**src/hw/wcc_regs.svh**
```systemverilog
// Register offsets, field layouts, reset values and timing figures of
// the wetting current configuration block.
// Assumes inclusion by bare name from any file that needs the constants.
`ifndef WCC_REGS_SVH
`define WCC_REGS_SVH

// Register addresses on the 7-bit register address field
`define WCC_ADDR_LEVEL_UPPER 7'h06
`define WCC_ADDR_CONT_PROG 7'h0B
`define WCC_ADDR_CONT_GROUND 7'h0C

// Register data width and field sizes
`define WCC_DATA_W 24
`define WCC_LEVEL_W 3
`define WCC_LEVEL_FIELDS 5
`define WCC_LEVEL_BITS 15
`define WCC_PROG_INPUTS 8
`define WCC_GROUND_INPUTS 14
`define WCC_ALL_INPUTS 22
`define WCC_LEVEL_FIRST_GROUND 8

// Reset values: every level field 110, every continuous bit 0
`define WCC_LEVEL_UPPER_RST 15'h6DB6
`define WCC_CONT_PROG_RST 8'h00
`define WCC_CONT_GROUND_RST 14'h0000

// Level code applied to a ground input once its timer has run out
`define WCC_SUSTAIN_CODE 3'h0

// Current in mA for each level code
`define WCC_MA_CODE0 5'h02
`define WCC_MA_CODE1 5'h06
`define WCC_MA_CODE2 5'h08
`define WCC_MA_CODE3 5'h0A
`define WCC_MA_CODE4 5'h0C
`define WCC_MA_CODE5 5'h0E
`define WCC_MA_CODE6 5'h10
`define WCC_MA_CODE7 5'h14

// Wetting timer: time in ms, clock rate in Hz, derived cycle count
`define WCC_WET_TIME_MS 20
`define WCC_CLK_HZ 10000000
`define WCC_WET_CYCLES (`WCC_WET_TIME_MS * (`WCC_CLK_HZ / 1000))
`define WCC_TIMER_W 18

`endif

```
**src/hw/wcc_pkg.sv**
```systemverilog
// Types shared by the wetting current configuration block.
// Assumes wcc_regs.svh supplies the widths.
`include "wcc_regs.svh"

package wcc_pkg;

  // One register access as delivered by the serial front end
  typedef struct packed {
    logic wr;
    logic rd;
    logic [6:0] addr;
    logic [`WCC_DATA_W-1:0] wdata;
  } wcc_reg_req_type;

  // Register read answer
  typedef struct packed {
    logic valid;
    logic [`WCC_DATA_W-1:0] rdata;
  } wcc_reg_rsp_type;

endpackage

```
**src/hw/wcc_top.sv**
```systemverilog
// Wetting current configuration: level fields of ground inputs 8 to 12,
// continuous-mode bits of all inputs and one wetting timer per input.
// Assumes a serial front end on clk that hands over decoded accesses,
// and comparator outputs arriving asynchronously from the analog side.
`timescale 1ns/1ns
`include "wcc_regs.svh"

module wcc_top #(
  parameter int WET_CYCLES = `WCC_WET_CYCLES
) (
  input wire logic clk,
  input wire logic reset,
  input wire wcc_pkg::wcc_reg_req_type reg_req,
  output wcc_pkg::wcc_reg_rsp_type reg_rsp,
  input wire logic [`WCC_ALL_INPUTS-1:0] comparator_in,
  output logic [`WCC_ALL_INPUTS-1:0] wetting_full,
  output logic [`WCC_LEVEL_FIELDS*`WCC_LEVEL_W-1:0] ground_level_code,
  output logic [`WCC_LEVEL_FIELDS*5-1:0] ground_level_ma
);

  localparam int NIN = `WCC_ALL_INPUTS;
  localparam int NPROG = `WCC_PROG_INPUTS;
  localparam int NLVL = `WCC_LEVEL_FIELDS;
  localparam int LW = `WCC_LEVEL_W;
  localparam int TW = `WCC_TIMER_W;
  localparam logic [TW-1:0] WET_LOAD = TW'(WET_CYCLES);

  // Level code to current in mA
  function automatic logic [4:0] code_to_ma(input logic [LW-1:0] code);
    logic [4:0] ma;
    ma = `WCC_MA_CODE0;
    unique case (code)
      3'h0: ma = `WCC_MA_CODE0;
      3'h1: ma = `WCC_MA_CODE1;
      3'h2: ma = `WCC_MA_CODE2;
      3'h3: ma = `WCC_MA_CODE3;
      3'h4: ma = `WCC_MA_CODE4;
      3'h5: ma = `WCC_MA_CODE5;
      3'h6: ma = `WCC_MA_CODE6;
      3'h7: ma = `WCC_MA_CODE7;
    endcase
    return ma;
  endfunction

  // Register state
  logic [`WCC_LEVEL_BITS-1:0] level_upper_ff;
  logic [`WCC_LEVEL_BITS-1:0] nxt_level_upper;
  logic [NPROG-1:0] cont_prog_ff;
  logic [NPROG-1:0] nxt_cont_prog;
  logic [`WCC_GROUND_INPUTS-1:0] cont_ground_ff;
  logic [`WCC_GROUND_INPUTS-1:0] nxt_cont_ground;
  logic [`WCC_DATA_W-1:0] rdata_ff;
  logic [`WCC_DATA_W-1:0] nxt_rdata;
  logic rvalid_ff;
  logic nxt_rvalid;

  // Comparator synchronisers and timer state
  logic [NIN-1:0] cmp_meta_ff;
  logic [NIN-1:0] cmp_sync_ff;
  logic [NIN-1:0] cmp_prev_ff;
  logic [NIN-1:0] crossing;
  logic [TW-1:0] timer_ff [NIN];
  logic [TW-1:0] nxt_timer [NIN];
  logic [NIN-1:0] sustain_ff;
  logic [NIN-1:0] nxt_sustain;
  logic [NIN-1:0] cont_all;
  logic [NIN-1:0] wetting_full_ff;
  logic [NIN-1:0] nxt_wetting_full;
  logic [NLVL*LW-1:0] level_code_ff;
  logic [NLVL*LW-1:0] nxt_level_code;
  logic [NLVL*5-1:0] level_ma_ff;
  logic [NLVL*5-1:0] nxt_level_ma;

  // Register writes and reads; no mode gating, writes land any cycle
  always_comb begin
    nxt_level_upper = level_upper_ff;
    nxt_cont_prog = cont_prog_ff;
    nxt_cont_ground = cont_ground_ff;
    nxt_rdata = rdata_ff;
    nxt_rvalid = 1'b0;
    if (reg_req.wr) begin
      unique case (reg_req.addr)
        `WCC_ADDR_LEVEL_UPPER: begin
          // Bits above 14 are unused and dropped
          nxt_level_upper = reg_req.wdata[`WCC_LEVEL_BITS-1:0];
        end
        `WCC_ADDR_CONT_PROG: begin
          nxt_cont_prog = reg_req.wdata[NPROG-1:0];
        end
        `WCC_ADDR_CONT_GROUND: begin
          nxt_cont_ground =
            reg_req.wdata[`WCC_GROUND_INPUTS-1:0];
        end
        default: begin
          // Writes elsewhere belong to other blocks
        end
      endcase
    end
    if (reg_req.rd) begin
      nxt_rvalid = 1'b1;
      unique case (reg_req.addr)
        `WCC_ADDR_LEVEL_UPPER: begin
          nxt_rdata = {9'h000, level_upper_ff};
        end
        `WCC_ADDR_CONT_PROG: begin
          nxt_rdata = {16'h0000, cont_prog_ff};
        end
        `WCC_ADDR_CONT_GROUND: begin
          nxt_rdata = {10'h000, cont_ground_ff};
        end
        default: begin
          nxt_rdata = 24'h000000;
        end
      endcase
    end
  end

  // Register file flops, power-on values
  always_ff @(posedge clk or posedge reset) begin
    if (reset) begin
      level_upper_ff <= `WCC_LEVEL_UPPER_RST;
      cont_prog_ff <= `WCC_CONT_PROG_RST;
      cont_ground_ff <= `WCC_CONT_GROUND_RST;
      rdata_ff <= 24'h000000;
      rvalid_ff <= 1'b0;
    end else begin
      level_upper_ff <= nxt_level_upper;
      cont_prog_ff <= nxt_cont_prog;
      cont_ground_ff <= nxt_cont_ground;
      rdata_ff <= nxt_rdata;
      rvalid_ff <= nxt_rvalid;
    end
  end

  // One driver for the whole answer word, never two on its fields
  assign reg_rsp = {rvalid_ff, rdata_ff};

  // Comparators are asynchronous; two flops before any use
  always_ff @(posedge clk or posedge reset) begin
    if (reset) begin
      cmp_meta_ff <= 22'h000000;
      cmp_sync_ff <= 22'h000000;
      cmp_prev_ff <= 22'h000000;
    end else begin
      cmp_meta_ff <= comparator_in;
      cmp_sync_ff <= cmp_meta_ff;
      cmp_prev_ff <= cmp_sync_ff;
    end
  end

  // A crossing in either direction restarts that input's timer
  assign crossing = cmp_sync_ff ^ cmp_prev_ff;
  // Programmable inputs occupy the low indices, ground inputs above
  assign cont_all = {cont_ground_ff, cont_prog_ff};

  // Per-input timers and pulsed/sustain state
  always_comb begin
    for (int i = 0; i < NIN; i++) begin
      nxt_timer[i] = timer_ff[i];
      nxt_sustain[i] = sustain_ff[i];
      if (crossing[i]) begin
        // Restart gives exactly WET_CYCLES of full wetting
        nxt_timer[i] = WET_LOAD;
        nxt_sustain[i] = 1'b0;
      end else if (timer_ff[i] != 18'h00000) begin
        nxt_timer[i] = timer_ff[i] - 18'h00001;
        // Expiry only lowers current in pulsed mode
        if (timer_ff[i] == 18'h00001 && !cont_all[i]) begin
          nxt_sustain[i] = 1'b1;
        end
      end
      // Continuous bit overrides any sustain state
      nxt_wetting_full[i] = cont_all[i] | ~nxt_sustain[i];
    end
  end

  always_ff @(posedge clk or posedge reset) begin
    if (reset) begin
      for (int i = 0; i < NIN; i++) begin
        timer_ff[i] <= 18'h00000;
      end
      sustain_ff <= 22'h000000;
      wetting_full_ff <= 22'h3FFFFF;
    end else begin
      for (int i = 0; i < NIN; i++) begin
        timer_ff[i] <= nxt_timer[i];
      end
      sustain_ff <= nxt_sustain;
      wetting_full_ff <= nxt_wetting_full;
    end
  end

  assign wetting_full = wetting_full_ff;

  // Applied level of ground inputs 8..12: field or the sustain code
  always_comb begin
    for (int k = 0; k < NLVL; k++) begin
      if (nxt_wetting_full[`WCC_LEVEL_FIRST_GROUND + NPROG + k]) begin
        nxt_level_code[k*LW +: LW] = nxt_level_upper[k*LW +: LW];
      end else begin
        nxt_level_code[k*LW +: LW] = `WCC_SUSTAIN_CODE;
      end
      nxt_level_ma[k*5 +: 5] =
        code_to_ma(nxt_level_code[k*LW +: LW]);
    end
  end

  always_ff @(posedge clk or posedge reset) begin
    if (reset) begin
      level_code_ff <= `WCC_LEVEL_UPPER_RST;
      level_ma_ff <= {NLVL{`WCC_MA_CODE6}};
    end else begin
      level_code_ff <= nxt_level_code;
      level_ma_ff <= nxt_level_ma;
    end
  end

  assign ground_level_code = level_code_ff;
  assign ground_level_ma = level_ma_ff;

endmodule

```
**config.mk**
```make
export PLATFORM = sky130hd
export DESIGN_NAME = wcc_top
export DESIGN_NICKNAME = d
export VERILOG_FILES = /design/src/hw/wcc_pkg.sv /design/src/hw/wcc_top.sv
export VERILOG_INCLUDE_DIRS = /design/src /design/src/hw
export SDC_FILE = /design/constraint.sdc
export NUM_CORES = 1
export LEC_CHECK = 0
export ABC_CLOCK_PERIOD_IN_PS = 57400
export BUFFER_PORTS_ARGS = -buffer_cell sky130_fd_sc_hd__buf_2
export CAP_MARGIN = 20
export CORE_MARGIN = 8
export CORE_UTILIZATION = 35
export CTS_CLUSTER_DIAMETER = 200
export DETAILED_ROUTE_END_ITERATION = 6
export PLACE_DENSITY_LB_ADDON = 0.15
export SLEW_MARGIN = 20
export SYNTH_ARGS = -nofsm -noshare
export SYNTH_HDL_FRONTEND = slang
export SYNTH_SLANG_ARGS = --single-unit
```
**constraint.sdc**
```tcl
create_clock -name clk -period 57.4 [get_ports clk]
set_input_delay 11.48 -clock clk [delete_from_list [all_inputs] [get_ports clk]]
set_output_delay 11.48 -clock clk [all_outputs]
set_load 0.005 [all_outputs]
```
Yosys cells after proc, flatten, opt, wreduce, memory -nomap -nowiden

Memory sizes are Yosys's and may differ from the RTL's. A register that Yosys moved wholly into a read port is not among the register bits.
Cells that the tools add are included.

Register bits after elaboration: 608
Memory bits (read-only): 160
Input port bits: 57
Output and inout port bits: 87
Logic and storage cells: 340
Memories: 5

Add/subtract/negate cells: 22
Equal/unequal tests: 25
Mux-type cells: 119
Bitwise operators: 45
Reduce and logical (&&, ||, !) cells: 90

Memory list:

| memory           | depth | bits a word | read ports | clocked after Yosys merged registers in | write ports | RTL line      | RTL |
|---|---|---|---|---|---|---|---|
| (name not given) | 8     | 4           | 1          | 1                                       | 0           | wcc_top.sv:32 | `unique case (code)` |
| (name not given) | 8     | 4           | 1          | 1                                       | 0           | wcc_top.sv:32 |  |
| (name not given) | 8     | 4           | 1          | 1                                       | 0           | wcc_top.sv:32 |  |
| (name not given) | 8     | 4           | 1          | 1                                       | 0           | wcc_top.sv:32 |  |
| (name not given) | 8     | 4           | 1          | 1                                       | 0           | wcc_top.sv:32 |  |

Operators with widths:

| cell                                                 | count |
|---|---|
| 2-to-1 mux 18 bit                                    | 44 |
| equality test 18 x 1 -> 1 bit, second input constant | 22 |
| nonzero test 18 bit                                  | 22 |
| subtractor 18 x 1 -> 18 bit, second input constant   | 22 |
| 2-to-1 mux 1 bit                                     | 67 |
| case mux 15 bit (3 select lines)                     | 1 |
| nonzero test 2 bit                                   | 22 |
| 2-to-1 mux 15 bit                                    | 2 |
| logical AND 1 bit                                    | 22 |
| zero test 1 bit                                      | 22 |
| inverter 1 bit                                       | 22 |
| OR 1 bit                                             | 22 |
| XOR 22 bit                                           | 1 |
| 2-to-1 mux 3 bit                                     | 5 |
| equality test 7 x 4 -> 1 bit, second input constant  | 2 |
| equality test 7 x 3 -> 1 bit, second input constant  | 1 |
| AND reduction 2 bit                                  | 2 |

Logic depth before layout (Yosys ltp)

Gate-level depths: netlist of run 1.

Word-level depth: 8
Mapped depth: 8
Depth with buffers taken out: 8

Least setup slack after synthesis of run 1

No wires, ideal clock.

Path kind: input port to flip-flop
From: input reg_req[29] in the netlist's numbering
To: register level_ma_ff[8], in the netlist ground_level_ma[8]
Setup time: 0.126 ns
Data arrival time: 13.076 ns
Data required time: 57.274 ns
Slack: 44.198 ns
Stages on the path: 8
Buffers on the path: 2
Cell sequence: nor4b_1 and3_1 clkbuf_1 clkbuf_1 nand2_1 o21ai_0 nor2b_1 ha_1

Cells in the longest elaborated chain, start to end: 4

Ends and longest elaborated chain:

| item                         | RTL line       | RTL |
|---|---|---|
| from (decl)                  | wcc_top.sv:13  | `input wire wcc_pkg::wcc_reg_req_type reg_req,` |
| equality test 7 x 3 -> 1 bit | wcc_top.sv:82  | `unique case (reg_req.addr)` |
| 2-to-1 mux 15 bit            | wcc_top.sv:82  |  |
| 2-to-1 mux 15 bit            | wcc_top.sv:81  | `if (reg_req.wr) begin` |
| named net nxt_level_upper[4] | wcc_top.sv:47  | `` logic [`WCC_LEVEL_BITS-1:0] nxt_level_upper; `` |
| 2-to-1 mux 3 bit             | wcc_top.sv:198 | `` if (nxt_wetting_full[`WCC_LEVEL_FIRST_GROUND + NPROG + k]) begin `` |
| named net nxt_level_code[4]  | wcc_top.sv:70  | `logic [NLVL*LW-1:0] nxt_level_code;` |
| to (decl)                    | wcc_top.sv:71  | `logic [NLVL*5-1:0] level_ma_ff;` |

The timed path passes the listed nets, and every way through them passes these cells.
A chain may end at the register's enable or synchronous reset.

==> reports/metrics.cfg, run 1 <==
[status]
status=complete, no violations

[routing]
wl_per_cell_um=16.6
drt_iter0_drc=922
postRouteAntennaNets=0
dr.pass1.iters=5
wl_um=68500
vias=21458
drt-vias-per-instance=5.19
drc=0

[worst_setup_path]
cp.arrival_ns=14.76
rr_worst_depth=6
worstReg2RegStart=timer_ff[99]
r2r_end=ground_level_ma[3]
crit_path_start_kind=input pin
setup.worst_path.end_class=async pin
critPathMaxFanout=166
critPathKind=input pin to async pin
worstPathRequired_ns=57.99
regToRegSetupSlack_ns=54.15

[sta]
max_freq_ghz=0.0705
tns_ns=0
rsz0062_at_grt=no
hold_violations=0
setup_viol=0
slew_viol_final=0
tightest_slew_ns=1.14
period_needed_ns=14.18
fin_crit_sh_pct=24.7
whs_ns=0.345
skew_ns=0.0213
slew-limit-headroom_pct=24.1

[logic_synthesis]
synth_area_um2=28700
yosys.area.top_type_share_pct=47.6
synth_cell_types=71
syn_area_per_cell_um2=10.1
synth.area.top_cells=dfrtp_1 48%, nor2_1 5.0%, dfstp_2 4.3%
synth_edf_count=0
ys_seq_area_share_pct=51.9
yosysTopAreaCell=dfrtp_1
syn_inst=2859
ys_dominant_reg_cell=dfrtp_1
ys_ff_latch=594
ys_warn_count=0
async_reset_ff_share_pct=100

[clock_network]
cts.sinks=594
hold_buffers=0
clk_pin_slew_ns=0.05
cts_buffers=73
clk_latency_ns=0.60
cts_resized=0
clockBufferDepth=3
cts-root-buf=clkbuf_16
cts_tree=done
htree_levels=3
cts_setup_buffers=0

[job]
drv_cap=0

[floorplan]
ios=144
fp.dieW_um=303
die_area_um2=91500
fp.dieH_um=303
rows=105
start_util_pct=35.2
fp.coreArea_um2=81700

[layout]
drive_above_1_share_pct=12.5
n_fill_cell=7954
final_area_um2=33200
multiInputGateArea_um2=13200
final_util_pct=40.6
instances_no_fill=4135
regArea_um2=14900
final_nets=3131
final_common_cell=dfrtp_1
syn2layout_area_growth_pct=15.4
final_cell_mix=547 x dfrtp_1, 385 x nor2_1, 207 x nand2_1

[grt]
grt-ovfl-total=0
grt_usage_pct=14.9
grt_max_degree=167
first_global_vias=21659
grt_antenna_before_repair=7
grt_pass1_wl_um=114000

[placement]
dp.final_hpwl_um=47100
place_congestion=0.803
place_inst=3998
portBuffers=120
placed_area_um2=30600

[power]
leakagePower_uw=0.0132
powerDensity_nw_per_um2=36.9
ir_worst_vdd_v=0.0000216

[hold_path]
hp-class=flip-flop to flip-flop
min_to=cmp_sync_ff[9]
hold_path_depth=0
hold_start=cmp_meta_ff[9]

[metal layers]
metal  routed length (µm)  track usage [%]  part of all wire, %  vias to the layer above
met1                33500             20.9                   49                    10556
met2                30400             23.2                   44                      330
met3                 3160             3.08                  4.6                       91
met4                 1380             4.47                  2.0                        2
met5                   13                0                0.019                        -
li1                     -                -                    -                    10479
[worst max path at each step]
stage	endpoint	slack (ns)	cells past startpoint	from
after floorplan	cmp_meta_ff[0]	29.37	1	reset
after global placement	timer_ff[350]	42.50	5	reset
after detailed placement	timer_ff[350]	42.41	5	reset
after CTS	timer_ff[350]	43.07	5	reset
after global routing	timer_ff[350]	42.66	5	reset
final	timer_ff[350]	43.22	5	reset
[sequential cells by signal, summed over array words and instances (netlist names)]
register / cells
cont_prog_ff: 8
cmp_sync_ff: 22
timer_ff: 396
rdata_ff: 15
rvalid_ff: 1
wetting_full: 22
cmp_meta_ff: 22
sustain_ff: 22
cmp_prev_ff: 22
cont_ground_ff: 14
ground_level_ma: 20
level_upper_ff: 15
ground_level_code: 15
[power breakdown]
part / switching (µW) / total (µW) / internal [µW] / leakage [µW]
Clock: 180 / 482 / 302 / 0.00124
Combinational: 127 / 215 / 88.0 / 0.00484
Sequential: 58.1 / 527 / 469 / 0.00709
Total: 365 / 1220 / 858 / 0.0132
[through the flow]
stage	setup slack (ns)	total power (µW)
after floorplan	29.37	686
after global placement	42.50	741
after detailed placement	42.41	749
after CTS	43.07	1240
after global routing	42.66	1300
final	43.22	1220
[cells in the mapped netlist, drive strengths merged (6+ instances only)]
library cell,instances
o31ai,31
a211o,16
nor4b,19
o21ai,125
and2,15
a211oi,38
xnor2,131
nand2,207
dfrtp,547
maj3,11
or4b,8
mux2,16
or3b,11
clkbuf,75
ha,71
and3,17
nand4,34
or3,59
nor2b,19
o41ai,9
o311ai,7
nand3,89
inv,79
xor2,140
o211ai,25
nand4b,26
dfstp,47
a2111oi,15
or4,67
buf,18
nor2,385
mux2i,13
a21o,6
a22o,15
or2,15
nand2b,21
a21oi,105
nor3b,13
a22oi,14
nand3b,34
nor4,97
nor3,129
[critical path, cell delays in order]
cell    delay (ns)
buf_2         0.13
inv_8         0.47
buf_4         0.81
buf_12        0.75
buf_4         0.82
[cell families (layout without fill, tap and decap cells)]
logic type	after synthesis	count (layout)	synth area share, %
simple gates	1275	1275	23.1
flops	594	594	51.9
compound gates	435	435	9.74
xor+xnor	271	271	8.26
buf+inv	172	361	2.46
fa+ha+maj	82	82	3.47
mux	29	29	1.08
other cells	1	18	0.0130
[layout make-up]
cell class              count  share of cell area, %
diodes                      4                 0.0302
clock buffers             108                   6.51
clock inverters            25                   1.13
inverters                  79                  0.917
multi-input cells        2106                   39.9
flip-flops and latches    594                   45.0
well taps                1070                   4.04
repair buffers            149                   2.53
Note: power is estimated with default switching activity, not from simulation.
==> run 2: changes to the inputs <==
--- a/config.mk
+++ b/config.mk
@@ -6,7 +6,7 @@
 export SDC_FILE = /design/constraint.sdc
 export NUM_CORES = 1
 export LEC_CHECK = 0
-export ABC_CLOCK_PERIOD_IN_PS = 57400
+export ABC_CLOCK_PERIOD_IN_PS = 14200
 export BUFFER_PORTS_ARGS = -buffer_cell sky130_fd_sc_hd__buf_2
 export CAP_MARGIN = 20
 export CORE_MARGIN = 8
==> constraint.sdc (replaced) <==
create_clock -name clk -period 14.2 [get_ports clk]
set_input_delay 2.84 -clock clk [delete_from_list [all_inputs] [get_ports clk]]
set_output_delay 2.84 -clock clk [all_outputs]
set_load 0.005 [all_outputs]
==> reports/metrics.cfg, run 2 (synthesis results as in run 1) <==
[status]
status=complete, no violations

[sta]
rsz0062_at_grt=no
tns_ns=0  ; unchanged
fin_crit_sh_pct=38.3
setup_viol=0  ; unchanged
skew_ns=0.0201  ; -0.00112 ns
setup_ws_ns=8.76  ; -34.46 ns
slew-limit-headroom_pct=23.7  ; -0.34 points
max_freq_ghz=0.184
hold_violations=0  ; unchanged
tightest_slew_ns=1.13  ; -0.00154 ns
slew_viol_final=0  ; unchanged
whs_ns=0.342  ; -0.00270 ns
period_needed_ns=5.44

[power]
powerDensity_nw_per_um2=149  ; +300%
leakagePower_uw=0.0132  ; about the same
ir_worst_vdd_v=0.0000804  ; +270%

[placement]
post-place-ws_ns=7.94  ; -34.47 ns
place_inst=3997  ; -0.025%
place_congestion=0.819  ; +2.1%
placed_area_um2=30600  ; about the same
portBuffers=120  ; unchanged
dp.final_hpwl_um=47600  ; +0.95%

[grt]
grt_antenna_before_repair=6  ; -1
grt_pass1_wl_um=114000  ; +0.10%
first_global_vias=21503  ; -0.72%
grt_usage_pct=15.0  ; +0.069 points
grt-ovfl-total=0  ; unchanged
grt_max_degree=176  ; +5.4%

[floorplan]
fp.dieH_um=303  ; unchanged
die_area_um2=91500  ; unchanged
rows=105  ; unchanged
fp.coreArea_um2=81700  ; unchanged
start_util_pct=35.2  ; unchanged
ios=144  ; unchanged
fp.dieW_um=303  ; unchanged

[clock_network]
htree_levels=3  ; unchanged
hold_buffers=0  ; unchanged
clk_pin_slew_ns=0.06  ; about the same
cts_setup_buffers=0  ; unchanged
clk_latency_ns=0.61  ; about the same
clockBufferDepth=3  ; unchanged
cts-root-buf=clkbuf_16
cts.sinks=594  ; unchanged
cts_resized=0  ; unchanged
cts_buffers=71  ; -2.7%
cts_tree=done

[layout]
final_area_um2=33200  ; about the same
regArea_um2=14900  ; unchanged
drive_above_1_share_pct=12.8  ; +0.28 points
n_fill_cell=7992  ; +0.48%
multiInputGateArea_um2=13300  ; +0.30%
syn2layout_area_growth_pct=15.5  ; about the same
final_common_cell=dfrtp_1
regMostFlops=timer_ff
instances_no_fill=4132  ; -0.073%
final_cell_mix=547 x dfrtp_1, 385 x nor2_1, 207 x nand2_1
final_nets=3128  ; -0.096%
largest_reg_flops=396  ; unchanged

[worst_setup_path]
critPathKind=input pin to async pin
setup.worst_path.end_class=async pin
cp.arrival_ns=6.04  ; -8.72 ns
crit_path_start_kind=input pin
worstPathRequired_ns=14.80  ; -43.19 ns
critPathMaxFanout=68  ; -59%

[routing]
wl_per_cell_um=16.6  ; +0.39%
vias=21467  ; +0.042%
dr.pass1.iters=4  ; -1
drt_iter0_drc=1266  ; +37%
postRouteAntennaNets=0  ; unchanged
wl_um=68700  ; +0.32%
drc=0  ; unchanged
drt-vias-per-instance=5.20  ; +0.11%

[hold_path]
hp-class=flip-flop to flip-flop

[job]
drv_cap=0  ; unchanged

[run 2: cell type report]
cell class	instances	share of cell area, %
Antenna cell	5	0.0377
Inverter	79	0.905
Tap cell	1070	4.03
Multi-Input combinational cell	2106	40.0
Clock inverter	27	1.11
Timing Repair Buffer	148	2.48
Sequential cell	594	45.0
Clock buffer	103	6.51
[run 2: per-layer routing]
metal / global-route usage [%] / vias to the layer above / routed length, µm
li1: - / 10462 / -
met3: 3.38 / 98 / 3220
met5: 0 / - / 0
met4: 4.00 / 0 / 1450
met1: 20.8 / 10604 / 33100
met2: 23.6 / 303 / 31000
[run 2: path summary, 6_finish.rpt]
kind | startpoint | endpoint | slack, ns | cells after the start
max | reset | timer_ff[230] | 8.76 | 5
max reg2reg | timer_ff[288] | timer_ff[288] | 11.21 | 7
min | cmp_meta_ff[12] | cmp_sync_ff[12] | 0.34 | 0
max in group clk | reg_req[29] | ground_level_ma[13] | 9.61 | 9
min reg2reg | cmp_meta_ff[12] | cmp_sync_ff[12] | 0.34 | 0
min in group asynchronous | reset | timer_ff[385] | 2.38 | 2
[run 2: critical path, cell delays in order]
cell	delay [ns]
buf_2	0.11
clkinvlp_4	0.52
buf_4	0.77
buf_4	0.79
buf_4	0.80
[run 2: through the flow]
stage          power [µW]  utilization (%)
3_5_place_dp         3030             37.4
2_1_floorplan        2780                -
6_report             4940             40.6
4_1_cts              5030             40.5
3_3_place_gp         3000             37.4
5_1_grt              5250             40.6
[run 2: where the power goes]
group          internal (µW)  total (µW)  switching, µW
logic                    355         872            517
registers               1890        2130            236
clock network           1210        1940            734
